==> src/lsac_pkg.sv <==
package lsac_pkg;
  // field positions within the upper half of the control byte
  localparam int unsigned LSAC_BIT_LANE_ORDER = 7;
  localparam int unsigned LSAC_BIT_POLARITY = 6;
  localparam int unsigned LSAC_BIT_RESERVED = 5;
  localparam int unsigned LSAC_BIT_ACT_EN = 4;
  // values after reset, before the straps are taken
  localparam logic LSAC_RST_LANE_ORDER = 1'b0;
  localparam logic LSAC_RST_POLARITY = 1'b0;
  localparam logic LSAC_RST_ACT_EN = 1'b0;
  // register width
  localparam int unsigned LSAC_REG_W = 8;
  // lanes carried through the swap and polarity logic
  localparam int unsigned LSAC_LANES = 4;
  // strap capture: cycles after reset release before straps are latched
  localparam logic [1:0] LSAC_STRAP_WAIT = 2'h2;
endpackage : lsac_pkg

==> src/lsac_lane_swap_activity_control.sv <==
`timescale 1ns/1ps
`default_nettype none
// Behaviour
// - lane-order bit 1 reverses input lanes in redriver and retimer operation; 0 passes them.
// - lane-order bit resets to zero, no reordering.
// - polarity bit 1 inverts data and clock lanes, only in retimer mode.
// - polarity bit 0 leaves lane polarity unchanged.
// - lane-order and polarity bits load from the shared swap/polarity strap.
// - with config-select strap 0, serial writes to strap fields are discarded.
// - activity-enable bit turns the clock-lane activity detector on or off.
// - activity-enable 0 (default) keeps detector off, receiver always in normal operation.
// - activity-enable 1 puts receiver in standby when no valid data is detected.
// - activity-enable loads from its strap; serial writes ignored when config-select is 0.
module lsac_lane_swap_activity_control
  import lsac_pkg::*;
#(
  parameter int unsigned LANES = LSAC_LANES
) (
  // clock and reset
  input wire logic core_clk,
  input wire logic nrst,
  // pin straps, asynchronous
  input wire logic laneOrderPolarityStrap,
  input wire logic clockActivityStandbyEnableStrap,
  input wire logic serialConfigSelectStrap,
  // serial host register port
  input wire logic regWrite,
  input wire logic [LSAC_REG_W-1:0] regWrData,
  output logic [LSAC_REG_W-1:0] regRdData,
  // datapath control
  input wire logic retimerMode,
  input wire logic [LANES-1:0] laneIn,
  output logic [LANES-1:0] laneOut,
  // clock detector
  input wire logic clockDataValid,
  output logic clockDetectorOn,
  output logic receiverStandby
);

  // two-stage synchronisers for the three straps
  logic [2:0] strapMeta_q, strapSync_q;
  always_ff @(posedge core_clk) begin
    if (!nrst) begin
      strapMeta_q <= 3'h0;
      strapSync_q <= 3'h0;
    end else begin
      strapMeta_q <= {serialConfigSelectStrap, clockActivityStandbyEnableStrap,
                      laneOrderPolarityStrap};
      strapSync_q <= strapMeta_q;
    end
  end

  // control state: wait counter lets synchronisers fill before straps are caught
  logic [1:0] waitCnt_q, waitCnt_d;
  logic strapDone_q, strapDone_d;
  logic cfgSel_q, cfgSel_d;
  logic laneOrder_q, laneOrder_d;
  logic polarity_q, polarity_d;
  logic actEn_q, actEn_d;

  always_comb begin
    waitCnt_d = waitCnt_q;
    strapDone_d = strapDone_q;
    cfgSel_d = cfgSel_q;
    laneOrder_d = laneOrder_q;
    polarity_d = polarity_q;
    actEn_d = actEn_q;
    if (!strapDone_q) begin
      if (waitCnt_q == LSAC_STRAP_WAIT) begin
        strapDone_d = 1'b1;
        // select strap latched once; a pin moving mid-run cannot change write rights
        cfgSel_d = strapSync_q[2];
        laneOrder_d = strapSync_q[0];
        polarity_d = strapSync_q[0];
        actEn_d = strapSync_q[1];
      end else begin
        waitCnt_d = waitCnt_q + 2'h1;
      end
    end else if (regWrite && cfgSel_q) begin
      // reserved bit is never stored, so writes to it vanish
      laneOrder_d = regWrData[LSAC_BIT_LANE_ORDER];
      polarity_d = regWrData[LSAC_BIT_POLARITY];
      actEn_d = regWrData[LSAC_BIT_ACT_EN];
    end
  end

  always_ff @(posedge core_clk) begin
    if (!nrst) begin
      waitCnt_q <= 2'h0;
      strapDone_q <= 1'b0;
      cfgSel_q <= 1'b0;
      laneOrder_q <= LSAC_RST_LANE_ORDER;
      polarity_q <= LSAC_RST_POLARITY;
      actEn_q <= LSAC_RST_ACT_EN;
    end else begin
      waitCnt_q <= waitCnt_d;
      strapDone_q <= strapDone_d;
      cfgSel_q <= cfgSel_d;
      laneOrder_q <= laneOrder_d;
      polarity_q <= polarity_d;
      actEn_q <= actEn_d;
    end
  end

  // read-back; lower nibble belongs to other fields, reads zero here
  always_comb begin
    regRdData = '0;
    regRdData[LSAC_BIT_LANE_ORDER] = laneOrder_q;
    regRdData[LSAC_BIT_POLARITY] = polarity_q;
    regRdData[LSAC_BIT_RESERVED] = 1'b0;
    regRdData[LSAC_BIT_ACT_EN] = actEn_q;
  end

  // lane reorder then polarity; polarity only honoured in retimer mode
  logic [LANES-1:0] swapped;
  logic [LANES-1:0] laneOut_d;
  genvar g;
  generate
    for (g = 0; g < LANES; g++) begin : g_swap
      assign swapped[g] = laneOrder_q ? laneIn[LANES-1-g] : laneIn[g];
    end
  endgenerate
  assign laneOut_d = (polarity_q && retimerMode) ? ~swapped : swapped;

  // standby only with detector enabled and no valid data seen
  logic standby_d;
  assign standby_d = actEn_q && !clockDataValid;

  logic [LANES-1:0] laneOut_q;
  logic standby_q, detOn_q;
  always_ff @(posedge core_clk) begin
    if (!nrst) begin
      laneOut_q <= '0;
      standby_q <= 1'b0;
      detOn_q <= 1'b0;
    end else begin
      laneOut_q <= laneOut_d;
      standby_q <= standby_d;
      detOn_q <= actEn_q;
    end
  end
  assign laneOut = laneOut_q;
  assign receiverStandby = standby_q;
  assign clockDetectorOn = detOn_q;

  // reference lane reversal for the checks, written apart from the datapath loop
  function automatic logic [LANES-1:0] reverseLanes(input logic [LANES-1:0] v);
    logic [LANES-1:0] r;
    for (int i = 0; i < LANES; i++) begin
      r[i] = v[LANES-1-i];
    end
    return r;
  endfunction

  a_lane_swap_map: assert property (@(posedge core_clk) disable iff (!nrst)
    $past(nrst) |-> laneOut == (($past(polarity_q) && $past(retimerMode)) ?
      ~($past(laneOrder_q) ? reverseLanes($past(laneIn)) : $past(laneIn)) :
      ($past(laneOrder_q) ? reverseLanes($past(laneIn)) : $past(laneIn))))
    else $error("lane output mismatch");
  a_reset_order_zero: assert property (@(posedge core_clk)
    !$past(nrst) |-> !laneOrder_q && !polarity_q && !actEn_q)
    else $error("fields not zero after reset");
  a_polarity_retimer: assert property (@(posedge core_clk) disable iff (!nrst)
    $past(nrst) && !$past(retimerMode) && !$past(laneOrder_q) |-> laneOut == $past(laneIn))
    else $error("polarity applied outside retimer mode");
  a_polarity_clear: assert property (@(posedge core_clk) disable iff (!nrst)
    $past(nrst) && !$past(polarity_q) && !$past(laneOrder_q) |-> laneOut == $past(laneIn))
    else $error("polarity changed while disabled");
  a_strap_load: assert property (@(posedge core_clk) disable iff (!nrst)
    $rose(strapDone_q) |-> laneOrder_q == $past(strapSync_q[0])
      && polarity_q == $past(strapSync_q[0]) && actEn_q == $past(strapSync_q[1]))
    else $error("strap not loaded");
  a_write_blocked: assert property (@(posedge core_clk) disable iff (!nrst)
    strapDone_q && !cfgSel_q ##1 1'b1 |-> $stable(laneOrder_q) && $stable(polarity_q))
    else $error("write taken with serial control off");
  a_detector_follow: assert property (@(posedge core_clk) disable iff (!nrst)
    $past(nrst) |-> clockDetectorOn == $past(actEn_q))
    else $error("detector enable mismatch");
  a_no_standby_off: assert property (@(posedge core_clk) disable iff (!nrst)
    !actEn_q ##1 1'b1 |-> !receiverStandby)
    else $error("standby while detector off");
  a_standby_entry: assert property (@(posedge core_clk) disable iff (!nrst)
    actEn_q && !clockDataValid ##1 1'b1 |-> receiverStandby)
    else $error("standby not entered");
  a_act_write_blocked: assert property (@(posedge core_clk) disable iff (!nrst)
    strapDone_q && !cfgSel_q ##1 1'b1 |-> $stable(actEn_q))
    else $error("activity enable written with serial control off");
  a_reserved_zero: assert property (@(posedge core_clk) disable iff (!nrst)
    regRdData[LSAC_BIT_RESERVED] == 1'b0)
    else $error("reserved bit not zero");

  // permitted writes land, and each half of the lane map on its own
  a_write_taken: assert property (@(posedge core_clk) disable iff (!nrst)
    strapDone_q && cfgSel_q && regWrite |=>
      laneOrder_q == $past(regWrData[LSAC_BIT_LANE_ORDER])
      && polarity_q == $past(regWrData[LSAC_BIT_POLARITY]))
    else $error("permitted write not stored");
  a_act_write_taken: assert property (@(posedge core_clk) disable iff (!nrst)
    strapDone_q && cfgSel_q && regWrite |=> actEn_q == $past(regWrData[LSAC_BIT_ACT_EN]))
    else $error("permitted activity enable write not stored");
  a_lane_reverse: assert property (@(posedge core_clk) disable iff (!nrst)
    $past(nrst) && $past(laneOrder_q) && !$past(polarity_q) |->
      laneOut == reverseLanes($past(laneIn)))
    else $error("lanes not reversed");
  a_polarity_invert: assert property (@(posedge core_clk) disable iff (!nrst)
    $past(nrst) && $past(polarity_q) && $past(retimerMode) && !$past(laneOrder_q) |->
      laneOut == ~$past(laneIn))
    else $error("polarity not inverted in retimer mode");
  // reset values, and nothing moves before the straps are caught
  a_reset_outputs: assert property (@(posedge core_clk)
    !$past(nrst) |-> laneOut == '0 && !receiverStandby && !clockDetectorOn)
    else $error("outputs not cleared by reset");
  a_pre_load_hold: assert property (@(posedge core_clk) disable iff (!nrst)
    !strapDone_q |-> !laneOrder_q && !polarity_q && !actEn_q)
    else $error("fields moved before strap load");
  a_detector_off: assert property (@(posedge core_clk) disable iff (!nrst)
    !actEn_q ##1 1'b1 |-> !clockDetectorOn)
    else $error("detector on while disabled");
  a_standby_exit: assert property (@(posedge core_clk) disable iff (!nrst)
    clockDataValid ##1 1'b1 |-> !receiverStandby)
    else $error("standby with valid data present");

endmodule // lsac_lane_swap_activity_control
`default_nettype wire

==> config.mk <==
export PLATFORM = sky130hd
export DESIGN_NAME = lsac_lane_swap_activity_control
export DESIGN_NICKNAME = d
export VERILOG_FILES = /design/src/lsac_pkg.sv /design/src/lsac_lane_swap_activity_control.sv
export SDC_FILE = /design/constraint.sdc
export NUM_CORES = 1
export LEC_CHECK = 0
export ABC_AREA = 1
export BUFFER_PORTS_ARGS = -buffer_cell sky130_fd_sc_hd__buf_2
export CORE_MARGIN = 8
export CORE_UTILIZATION = 33
export DETAILED_ROUTE_END_ITERATION = 6
export SYNTH_ARGS = -nofsm -noshare
export SYNTH_HDL_FRONTEND = slang
export SYNTH_SLANG_ARGS = --single-unit
==> constraint.sdc <==
create_clock -name core_clk -period 1.3 [get_ports core_clk]
set_clock_uncertainty 0.1 [all_clocks]
set_input_delay 0.26 -clock core_clk [delete_from_list [all_inputs] [get_ports core_clk]]
set_output_delay 0.26 -clock core_clk [all_outputs]
set_load 0.02 [all_outputs]
# == After elaboration in Yosys (flattened, before gate mapping) ==
# Cells that the tools add are included.
# op_classes
reduce_logical,8
n_bitwise,3
addsub,1
mux,15
n_eq_ne,2
# op_table
cell,n
1-bit two-way mux,14
2-bit AND reduction,3
4-bit two-way mux,1
4-bit NOT,1
1-bit logical AND,3
2-bit by 1-bit adder with 2-bit output (second input constant),1
2-bit equality test (second input constant),1
2-bit by 1-bit inequality test with 1-bit output (second input constant),1
1-bit NOT,2
2-bit nonzero test,1
1-bit zero test,1
# totals
in_bits,20
ff_bits,19

# == Logic depth before layout (Yosys ltp) ==
# Gate-level depths: netlist of run 1.
# depth
ltp_word,3
depth_mapped,6

# == Worst setup path before layout of run 1 ==
# Ideal clock, no wire load.
# synth_timing
path_type,reg2reg
startpoint,reg waitCnt_q[0]
endpoint,reg waitCnt_q[1]
n_path_buf,0
t_arrival_ns,0.962
stages_incl_launch_ff,6
setup_time_ns,0.070
slack_ns,0.168
path_cell_list,dfxtp_1 > inv_1 > ha_1 > nor2_1 > o21ai_0 > a21oi_1
# synth_between
elab_chain_len,3
# synth_lines
item,line,source
"start, declared",lsac_lane_swap_activity_control.sv:54,"logic [1:0] waitCnt_q, waitCnt_d;"
"start signal, assigned",lsac_lane_swap_activity_control.sv:96,waitCnt_q <= waitCnt_d;
2-bit equality test,lsac_lane_swap_activity_control.sv:69,if (waitCnt_q == LSAC_STRAP_WAIT) begin
1-bit NOT (no source line),-,
2-bit AND reduction (no source line),-,
# Several ways; a longest one is shown, not always the timed one.
# A chain may end at the register's enable or synchronous reset.

# == Worst setup path in the final report of run 1 ==
# layout_timing
startpoint,reg laneOrder_q
endpoint,out regRdData[7]
# layout_lines
item,line,source
"start, declared",lsac_lane_swap_activity_control.sv:57,"logic laneOrder_q, laneOrder_d;"
"start signal, assigned",lsac_lane_swap_activity_control.sv:99,laneOrder_q <= laneOrder_d;
"end, declared",lsac_lane_swap_activity_control.sv:29,"output logic [LSAC_REG_W-1:0] regRdData,"
# No word-level cell between the ends.

==> results of run 1 <==
==> flip-flops by register name (all words and copies together), names as in the netlist <==
| register | cells |
|---|---|
| receiverStandby | 1 |
| cfgSel_q | 1 |
| strapSync_q | 3 |
| actEn_q | 1 |
| strapDone_q | 1 |
| strapMeta_q | 3 |
| laneOut | 4 |
| polarity_q | 1 |
| clockDetectorOn | 1 |
| waitCnt_q | 2 |
| laneOrder_q | 1 |
==> kinds of logic after synthesis <==
group                    count (synthesis)  synth area share, %
AO/OA/AOI/OAI                           12                 7.91
adder cells (fa/ha/maj)                  1                 1.55
flip-flops                              19                 47.1
AND/OR/NAND/NOR                         53                 28.8
buffers and inverters                   22                 14.1
other                                    1                0.465
==> how the worst min path moves through the flow <==
stage                                         start                          to  slack [ns]  depth (start not counted)
after global placement    strapMeta_q[2]$_SDFF_PN0_   strapSync_q[2]$_SDFF_PN0_        0.29                          2
final                       serialConfigSelectStrap   strapMeta_q[2]$_SDFF_PN0_        0.04                          3
after global routing         laneOrderPolarityStrap   strapMeta_q[0]$_SDFF_PN0_        0.04                          3
after CTS                    laneOrderPolarityStrap   strapMeta_q[0]$_SDFF_PN0_        0.02                          3
after detailed placement  strapMeta_q[1]$_SDFF_PN0_   strapSync_q[1]$_SDFF_PN0_        0.30                          2
after floorplan                      clockDataValid  receiverStandby$_SDFF_PN0_        0.23                          1
==> worst reg2reg max path, delay by kind of cell (launching register included) <==
kind,cells,cell delay (ns)
compound gates,2,0.23
fa+ha+maj,1,0.22
buf+inv,1,0.06
flops,1,0.34
simple gates,1,0.15
==> timing repair <==
action                                  CTS  global route
endpoints found under the setup margin    0             3
endpoints found under the hold margin     1             0
resized for setup                         0             3
hold buffers                              1             0
==> per-stage QoR <==
| stage | area (um^2) | std cells |
|---|---|---|
| final | 952 | 161 |
| after global routing | 952 | 161 |
| after CTS | 946 | 161 |
| after detailed placement | 910 | 156 |
| after global placement | 910 | 156 |
| after floorplan | 822 | 112 |
==> where the power goes <==
part,internal (mW),switching (mW),leakage (nW)
Sequential,0.692,0.0700,0.157
Combinational,0.202,0.342,0.352
Clock,0.119,0.181,0.0150
Total,1.01,0.593,0.524
==> layout by cell type (no fill, tap or decap) <==
cell           netlist  routed
inv_1               12      12
a21oi_2              1       1
nand3_1              8       8
nand2_1             32      32
inv_2                1       1
nand2_2              1       1
nor2_2               0       1
nand2_4              1       1
clkbuf_4             0       3
ha_2                 0       1
a21oi_1              9       9
nand3_4              1       1
dlygate4sd3_1        0       1
dfxtp_2              0       1
o21ai_0              2       2
buf_2                1      23
dfxtp_1             19      18
clkbuf_1             0       1
nor2_1              10       9
conb_1               1       5
==> per-layer routing <==
metal | up-vias | share of wire, % | global-route usage (%)
li1 | 364 | - | -
met1 | 294 | 42 | 7.81
met2 | 12 | 52 | 13.5
met3 | 4 | 2.9 | 0.850
met4 | 0 | 3.2 | 7.36
met5 | - | 0 | 0
==> area by class of cell <==
class,count,area (um^2)
fill,277,1440
timing repair buffer,24,125
inverter,13,48.8
tap,30,37.5
clock buffer,4,26.3
sequential,19,382
multi-input combinational,71,333
==> results.tsv, run 1 <==
metric	value	unit
outcome	finished clean	
Die Wd	65.5	um
DRC Markers	0	
crit path kind	reg2out	
root buffer cell	clkbuf_4	
routability cong.	0.769	
vias in the first global route	654	
core footprint	0.00239	mm^2
vias per cell	4.19	
Mapped Cells	108	
CTS Buf Count	3	
synth top area cells	dfxtp_1, nand2_1, buf_4	
Avg Inst Size Synth	7.47	um^2
max incr delay on CP	0.38	ns
routed vias	674	
reg-to-reg startpoint	waitCnt_q[0]$_SDFFE_PN0P_	
RR Endpoint	waitCnt_q[1]$_SDFFE_PN0P_	
CP Depth	1	
I/O pin cnt	34	
Global Route Usage Sum	7.73	%
CP cell instances	buf_2	
unrepaired setup endpoints after global routing	false	
slowest cell on the critical path	dfxtp_2	
worst-skew pair later-pin latency	0.29	ns
Synth top area share	47.1	%
crit path capture	regRdData[7]	
R2R setup slack	0.15	ns
final hold violations	0	
final worst path period share	93.1	%
P&R area growth vs syn	18.0	%
Post-Route Utilization	39.9	%
pins over their slew limit	0	
Mapped Area	807	um^2
first-pass GRT wire length	2.64	mm
asr flop ratio synth	0	%
synth cell count leaders	nand2_1, dfxtp_1, inv_1, nor2_1, a21oi_1	
Synth Register Bits	19	
sequential fraction of the synthesis area	47.1	%
nature of the critical path endpoint	primary output	
drt total wl	1.53	mm
top-count cell post-synth	nand2_1	
number of post-CTS setup repair buffers	0	
Die Span Y	65.5	um
Data arrival, critical path	0.85	ns
Max FO, Critical Path	6	
Pre-Repair DR Iteration Count	4	
Critical path origin	laneOrder_q$_SDFFE_PN0P_	
Remaining Overflow, GRT	0	
fmax	826	MHz
Site Rows	18	
IO buf count	23	
Yosys cell types	16	
dpl ws	0.0412	ns
share of layout cells above drive strength 1	26.0	%
Worst Path Required	0.94	ns
Die Area	0.00428	mm^2
TritonCTS clock tree	yes	
number of synthesized flops with an enable pin	0	
total power	1.61	mW
initial core utilization	33.8	%
Setup-failing EPs final	0	
Reg clk slew, reported paths	0.11	ns
Setup TNS	0	ns
ANT cells	0	
H-tree depth	1	
Leak	0.524	nW
DR WL/cell	9.51	um
hpwl dp	1.18	mm
Buf/Inv on CP	1	
largest net degree at the start of global routing	17	
Hold WS	0.0353	ns
Synth area leader	dfxtp_1	
R2R depth	5	
P per Cell Area	1690	mW/mm^2
Max-Cap Viols	0	
Final min period	1.21	ns
Longest Clk Path Bufs	2	
DRT iter0 DRCs	25	
maximum VDD drop	0.634	mV
setup ws final	0.0892	ns
Top delay family on crit path	flip-flops	
Synthesis Warnings	0	
CP Launch Type	flip-flop	
worst min path class	in2reg	
initial antenna violation count	0	
nets	153	
post-route ant nets	0	
Clock Sinks	19	
top_reg_cell synth	dfxtp_1	
(Power assumes the default switching activity.)
==> inputs of run 2 (changes only) <==
--- a/config.mk
+++ b/config.mk
@@ -5,7 +5,6 @@
 export SDC_FILE = /design/constraint.sdc
 export NUM_CORES = 1
 export LEC_CHECK = 0
-export ABC_AREA = 1
 export BUFFER_PORTS_ARGS = -buffer_cell sky130_fd_sc_hd__buf_2
 export CORE_MARGIN = 8
 export CORE_UTILIZATION = 33
==> results.tsv, run 2 <==
metric	value	unit	change
fmax	808	MHz	-2.2%
CP Launch Type	flip-flop		
Longest Clk Path Bufs	2		unchanged
Leak	0.428	nW	-18%
post-route ant nets	0		unchanged
most frequent cells in the layout	buf_2, dfxtp_1, and2_1		
P&R area growth vs syn	18.3	%	
Mapped Cells	75		-31%
IO buf count	23		unchanged
Hold Path Depth	2		-1
largest net degree at the start of global routing	19		+2
Mapped Area	793	um^2	-1.7%
crit path kind	reg2out		
worst-skew pair later-pin latency	0.28	ns	about the same
ANT cells	0		unchanged
root buffer cell	clkbuf_4		
routed vias	524		-22%
# hold bufs at CTS	0		-1
Setup-failing EPs final	0		unchanged
met3 global-route usage	3.26	%	+2.4 points
hold wc startpoint	clockDataValid		
Yosys cell types	26		+10
number of synthesized flops with an enable pin	0		unchanged
Site Rows	17		-1
hpwl dp	1.11	mm	-6.5%
top_reg_cell synth	dfxtp_1		
nets	118		-23%
Global Route Usage Sum	7.10	%	-0.63 points
synth top area cells	dfxtp_1, mux2i_1, and2_1		
share of layout cells above drive strength 1	38.5	%	+13 points
Post-Route Utilization	42.0	%	+2.1 points
Max FO, Critical Path	6		unchanged
final hold violations	0		unchanged
H-tree depth	1		unchanged
max incr delay on CP	0.41	ns	+0.03 ns
Synth area leader	dfxtp_1		
number of post-CTS setup repair buffers	0		unchanged
final worst path period share	95.3	%	+2.1 points
met1 global-route usage	7.03	%	-0.78 points
Pre-Repair DR Iteration Count	2		-2
worst min path class	in2reg		
synth cell count leaders	dfxtp_1, and2_1, buf_4, mux2i_1, xor2_1		
DRT iter0 DRCs	10		-60%
setup ws final	0.0617	ns	-0.0275 ns
Synth top area share	47.9	%	+0.82 points
Setup TNS	0	ns	unchanged
nature of the critical path endpoint	primary output		
DR WL/cell	10.9	um	+15%
Worst Path Required	0.94	ns	about the same
unrepaired setup endpoints after global routing	false		
Die Area	0.00423	mm^2	-1.3%
routability cong.	0.757		-1.5%
outcome	finished clean		
top-count cell post-synth	dfxtp_1		
vias in the first global route	551		-16%
TritonCTS clock tree	yes		
GR peak layer	met2		
Hold WS	0.0283	ns	-0.00701 ns
Synthesis Warnings	0		unchanged
CP Depth	1		unchanged
Final min period	1.24	ns	+0.0275 ns
CP cell instances	buf_2		
Reg clk slew, reported paths	0.10	ns	about the same
asr flop ratio synth	0	%	unchanged
Critical path origin	laneOrder_q$_SDFFE_PN0P_		
slowest cell on the critical path	dfxtp_4		
dpl ws	0.0595	ns	+0.0183 ns
max reg flops	4		unchanged
met2 Usage GRT	11.3	%	-2.2 points
I/O pin cnt	34		unchanged
first-pass GRT wire length	2.33	mm	-12%
CTS Buf Count	3		unchanged
vias per cell	4.23		+0.94%
Avg Inst Size Synth	10.6	um^2	+42%
Max-Cap Viols	0		unchanged
Clock Sinks	19		unchanged
initial core utilization	35.5	%	+1.7 points
drt total wl	1.36	mm	-11%
core footprint	0.00223	mm^2	-6.4%
Synth Register Bits	19		unchanged
reg-to-reg startpoint	strapDone_q$_SDFF_PN0_		
Data arrival, critical path	0.88	ns	+0.03 ns
Top delay family on crit path	flip-flops		
maximum VDD drop	0.786	mV	+24%
P per Cell Area	1670	mW/mm^2	-1.2%
pins over their slew limit	0		unchanged
Remaining Overflow, GRT	0		unchanged
Die Wd	65.0	um	-0.64%
commonest non-fill, non-tap cell in the layout	buf_2		
sequential fraction of the synthesis area	47.9	%	+0.82 points
Die Span Y	65.0	um	-0.64%
DRC Markers	0		unchanged
initial antenna violation count	0		unchanged
Buf/Inv on CP	1		unchanged
R2R depth	3		-2
==> run 2: cell count changes after synthesis, moves of 4 or more <==
cell / delta
nand2_1: -29
and2_1: +11
inv_1: -11
nor2_1: -9
nand3_1: -8
a21oi_1: -7
mux2i_1: +7
xor2_1: +4
==> run 2: timing repair <==
| action | 4_1_cts | 5_1_grt |
|---|---|---|
| resized for setup | 2 | 5 |
| pin swaps | 0 | 2 |
| endpoints found under the setup margin | 1 | 4 |
==> run 2: worst paths after layout <==
check | to | slack (ns)
worst max-delay path | regRdData[7] | 0.06
worst min-delay path | receiverStandby$_SDFF_PN0_ | 0.03
worst max register to register | actEn_q$_SDFFE_PN0P_ | 0.11
worst min register to register | strapSync_q[1]$_SDFF_PN0_ | 0.34
==> run 2: cells by family after synthesis <==
kind of cell	share of synthesized area, %
and+or+nand+nor	17.2
DFF	47.9
xor gates and xnor gates	5.52
adders and majority gates	1.58
buffers and inverters	11.0
muxes	10.3
other	0.473
AOI/OAI and AO/OA	5.99
==> run 2: layer usage <==
metal	vias up	wire, um
met4	0	15
met1	235	547
met5	-	0
met2	14	683
li1	273	-
met3	2	109
==> run 2: through the flow <==
step | area (um^2) | instances | total power [mW]
2_1_floorplan | 808 | 79 | 1.19
3_3_place_gp | 886 | 120 | 1.26
3_5_place_dp | 886 | 120 | 1.26
4_1_cts | 916 | 124 | 1.56
5_1_grt | 938 | 124 | 1.69
6_report | 938 | 124 | 1.57
==> run 2: layout make-up <==
cell class / count / area, um^2
inverters: 2 / 7.51
repair buffers: 24 / 123
clock buffers: 4 / 26.3
multi-input cells: 47 / 362
fillers: 236 / 1290
well taps: 28 / 35.0
flip-flops and latches: 19 / 385
==> run 2: power breakdown <==
| group | leakage [nW] | internal [mW] | total (mW) | switching [mW] |
|---|---|---|---|---|
| clock network | 0.0150 | 0.119 | 0.278 | 0.159 |
| registers | 0.157 | 0.687 | 0.764 | 0.0770 |
| logic | 0.255 | 0.260 | 0.523 | 0.263 |
==> inputs of run 3 (changes only) <==
==> constraint.sdc (replaced) <==
create_clock -name core_clk -period 1.49 [get_ports core_clk]
set_clock_uncertainty 0.1 [all_clocks]
set_input_delay 0.298 -clock core_clk [delete_from_list [all_inputs] [get_ports core_clk]]
set_output_delay 0.298 -clock core_clk [all_outputs]
set_load 0.02 [all_outputs]
==> results.tsv, run 3 (synthesis gave the netlist of run 2 again) <==
metric	value	unit	change
CP Depth	1		unchanged
post-route ant nets	0		unchanged
maximum VDD drop	0.653	mV	-17%
Global Route Usage Sum	7.74	%	+0.64 points
Comb power frac	32.4	%	-1.0 points
nature of the critical path endpoint	primary output		
nets	118		unchanged
Buf/Inv on CP	1		unchanged
DRT iter0 DRCs	11		+1
Max FO, Critical Path	6		unchanged
final worst path period share	88.8	%	
pins over their slew limit	0		unchanged
Leak	0.429	nW	+0.31%
Clock Sinks	19		unchanged
P_sw	0.429	mW	-14%
outcome	finished clean		
Remaining Overflow, GRT	0		unchanged
Die Span Y	65.0	um	unchanged
first-pass GRT wire length	2.57	mm	+10%
number of post-CTS setup repair buffers	0		unchanged
Reg clk slew, reported paths	0.10	ns	about the same
largest net degree at the start of global routing	19		unchanged
DRC Markers	0		unchanged
hpwl dp	1.14	mm	+2.9%
sequential power share	48.8	%	about the same
CP cell instances	buf_2		
Site Rows	17		unchanged
Final min period	1.32	ns	
R2R depth	5		+2
max incr delay on CP	0.43	ns	+0.02 ns
crit path kind	reg2out		
Net Sw Frac	32.0	%	+0.14 points
Data arrival, critical path	0.92	ns	+0.04 ns
Max-Cap Viols	0		unchanged
worst min path class	in2reg		
Setup-failing EPs final	0		unchanged
Worst Path Required	1.09	ns	+0.15 ns
P&R area growth vs syn	15.1	%	
final hold violations	0		unchanged
share of layout cells above drive strength 1	34.4	%	-4.2 points
fmax	756	MHz	
initial antenna violation count	0		unchanged
P per Cell Area	1470	mW/mm^2	-12%
I/O pin cnt	34		unchanged
setup ws final	0.168	ns	+0.106 ns
met3 global-route usage	5.15	%	+1.9 points
fill count	237		+0.42%
Int Power	0.911	mW	-15%
H-tree depth	1		unchanged
vias per cell	4.26		+0.76%
met2 Usage GRT	13.9	%	+2.6 points
most frequent cells in the layout	buf_2, dfxtp_1, and2_1		
root buffer cell	clkbuf_4		
Hold Path Depth	2		unchanged
Clock power frac	18.8	%	+1.0 points
ANT cells	0		unchanged
DR WL/cell	11.7	um	+6.9%
met1 global-route usage	6.85	%	-0.18 points
unrepaired setup endpoints after global routing	false		
vias in the first global route	593		+7.6%
Pre-Repair DR Iteration Count	2		unchanged
GR peak layer	met2		
Longest Clk Path Bufs	2		unchanged
CP Launch Type	flip-flop		
routed vias	528		+0.76%
slowest cell on the critical path	dfxtp_2		
Die Area	0.00423	mm^2	unchanged
worst-skew pair later-pin latency	0.29	ns	about the same
dpl ws	0.228	ns	+0.168 ns
routability cong.	0.779		+2.9%
max reg flops	4		unchanged
Die Wd	65.0	um	unchanged
TritonCTS clock tree	yes		
core footprint	0.00223	mm^2	unchanged
CTS Buf Count	3		unchanged
initial core utilization	35.5	%	unchanged
Top delay family on crit path	flip-flops		
commonest non-fill, non-tap cell in the layout	buf_2		
drt total wl	1.45	mm	+6.9%
IO buf count	23		unchanged
Setup TNS	0	ns	unchanged
run 3: layout make-up:
cell class	instances	area (um^2)	share of cell area [%]
inverters	2	7.51	0.822
well taps	28	35.0	3.84
repair buffers	24	123	13.4
multi-input cells	47	340	37.3
clock buffers	4	26.3	2.88
flip-flops and latches	19	382	41.8
run 3: what timing repair did:
item                                    CTS  global route
hold buffers                              0             0
endpoints found under the setup margin    0             1
resized for setup                         0             1
run 3: metal layers:
layer / wire length, um / share of wire, %
met1: 563 / 39
met2: 743 / 51
met3: 133 / 9.2
met4: 8 / 0.55
met5: 0 / 0
run 3: power groups by stage:
stage	logic (mW)	registers, mW	clock network [mW]
4_1_cts	0.441	0.655	0.267
3_3_place_gp	0.430	0.665	0
6_report	0.435	0.654	0.251
5_1_grt	0.477	0.669	0.286
3_5_place_dp	0.436	0.668	0
2_1_floorplan	0.378	0.663	0
run 3: worst paths after layout:
kind | from | endpoint | slack [ns]
min reg2reg | strapMeta_q[2]$_SDFF_PN0_ | strapSync_q[2]$_SDFF_PN0_ | 0.34
max reg2reg | waitCnt_q[0]$_SDFFE_PN0P_ | laneOrder_q$_SDFFE_PN0P_ | 0.19
min | clockDataValid | receiverStandby$_SDFF_PN0_ | 0.05
max | laneOrder_q$_SDFFE_PN0P_ | regRdData[7] | 0.17
run 3: per-stage QoR:
step	total power [mW]	area, um^2	cells	util, %	hold slack [ns]
detailed placement	1.10	886	120	39.7	0.320
floorplan	1.04	808	79	-	0.270
global route	1.43	913	124	40.9	0.0375
finish	1.34	913	124	40.9	0.0503
CTS	1.36	912	124	40.8	0.0358
global placement	1.10	886	120	39.7	0.315
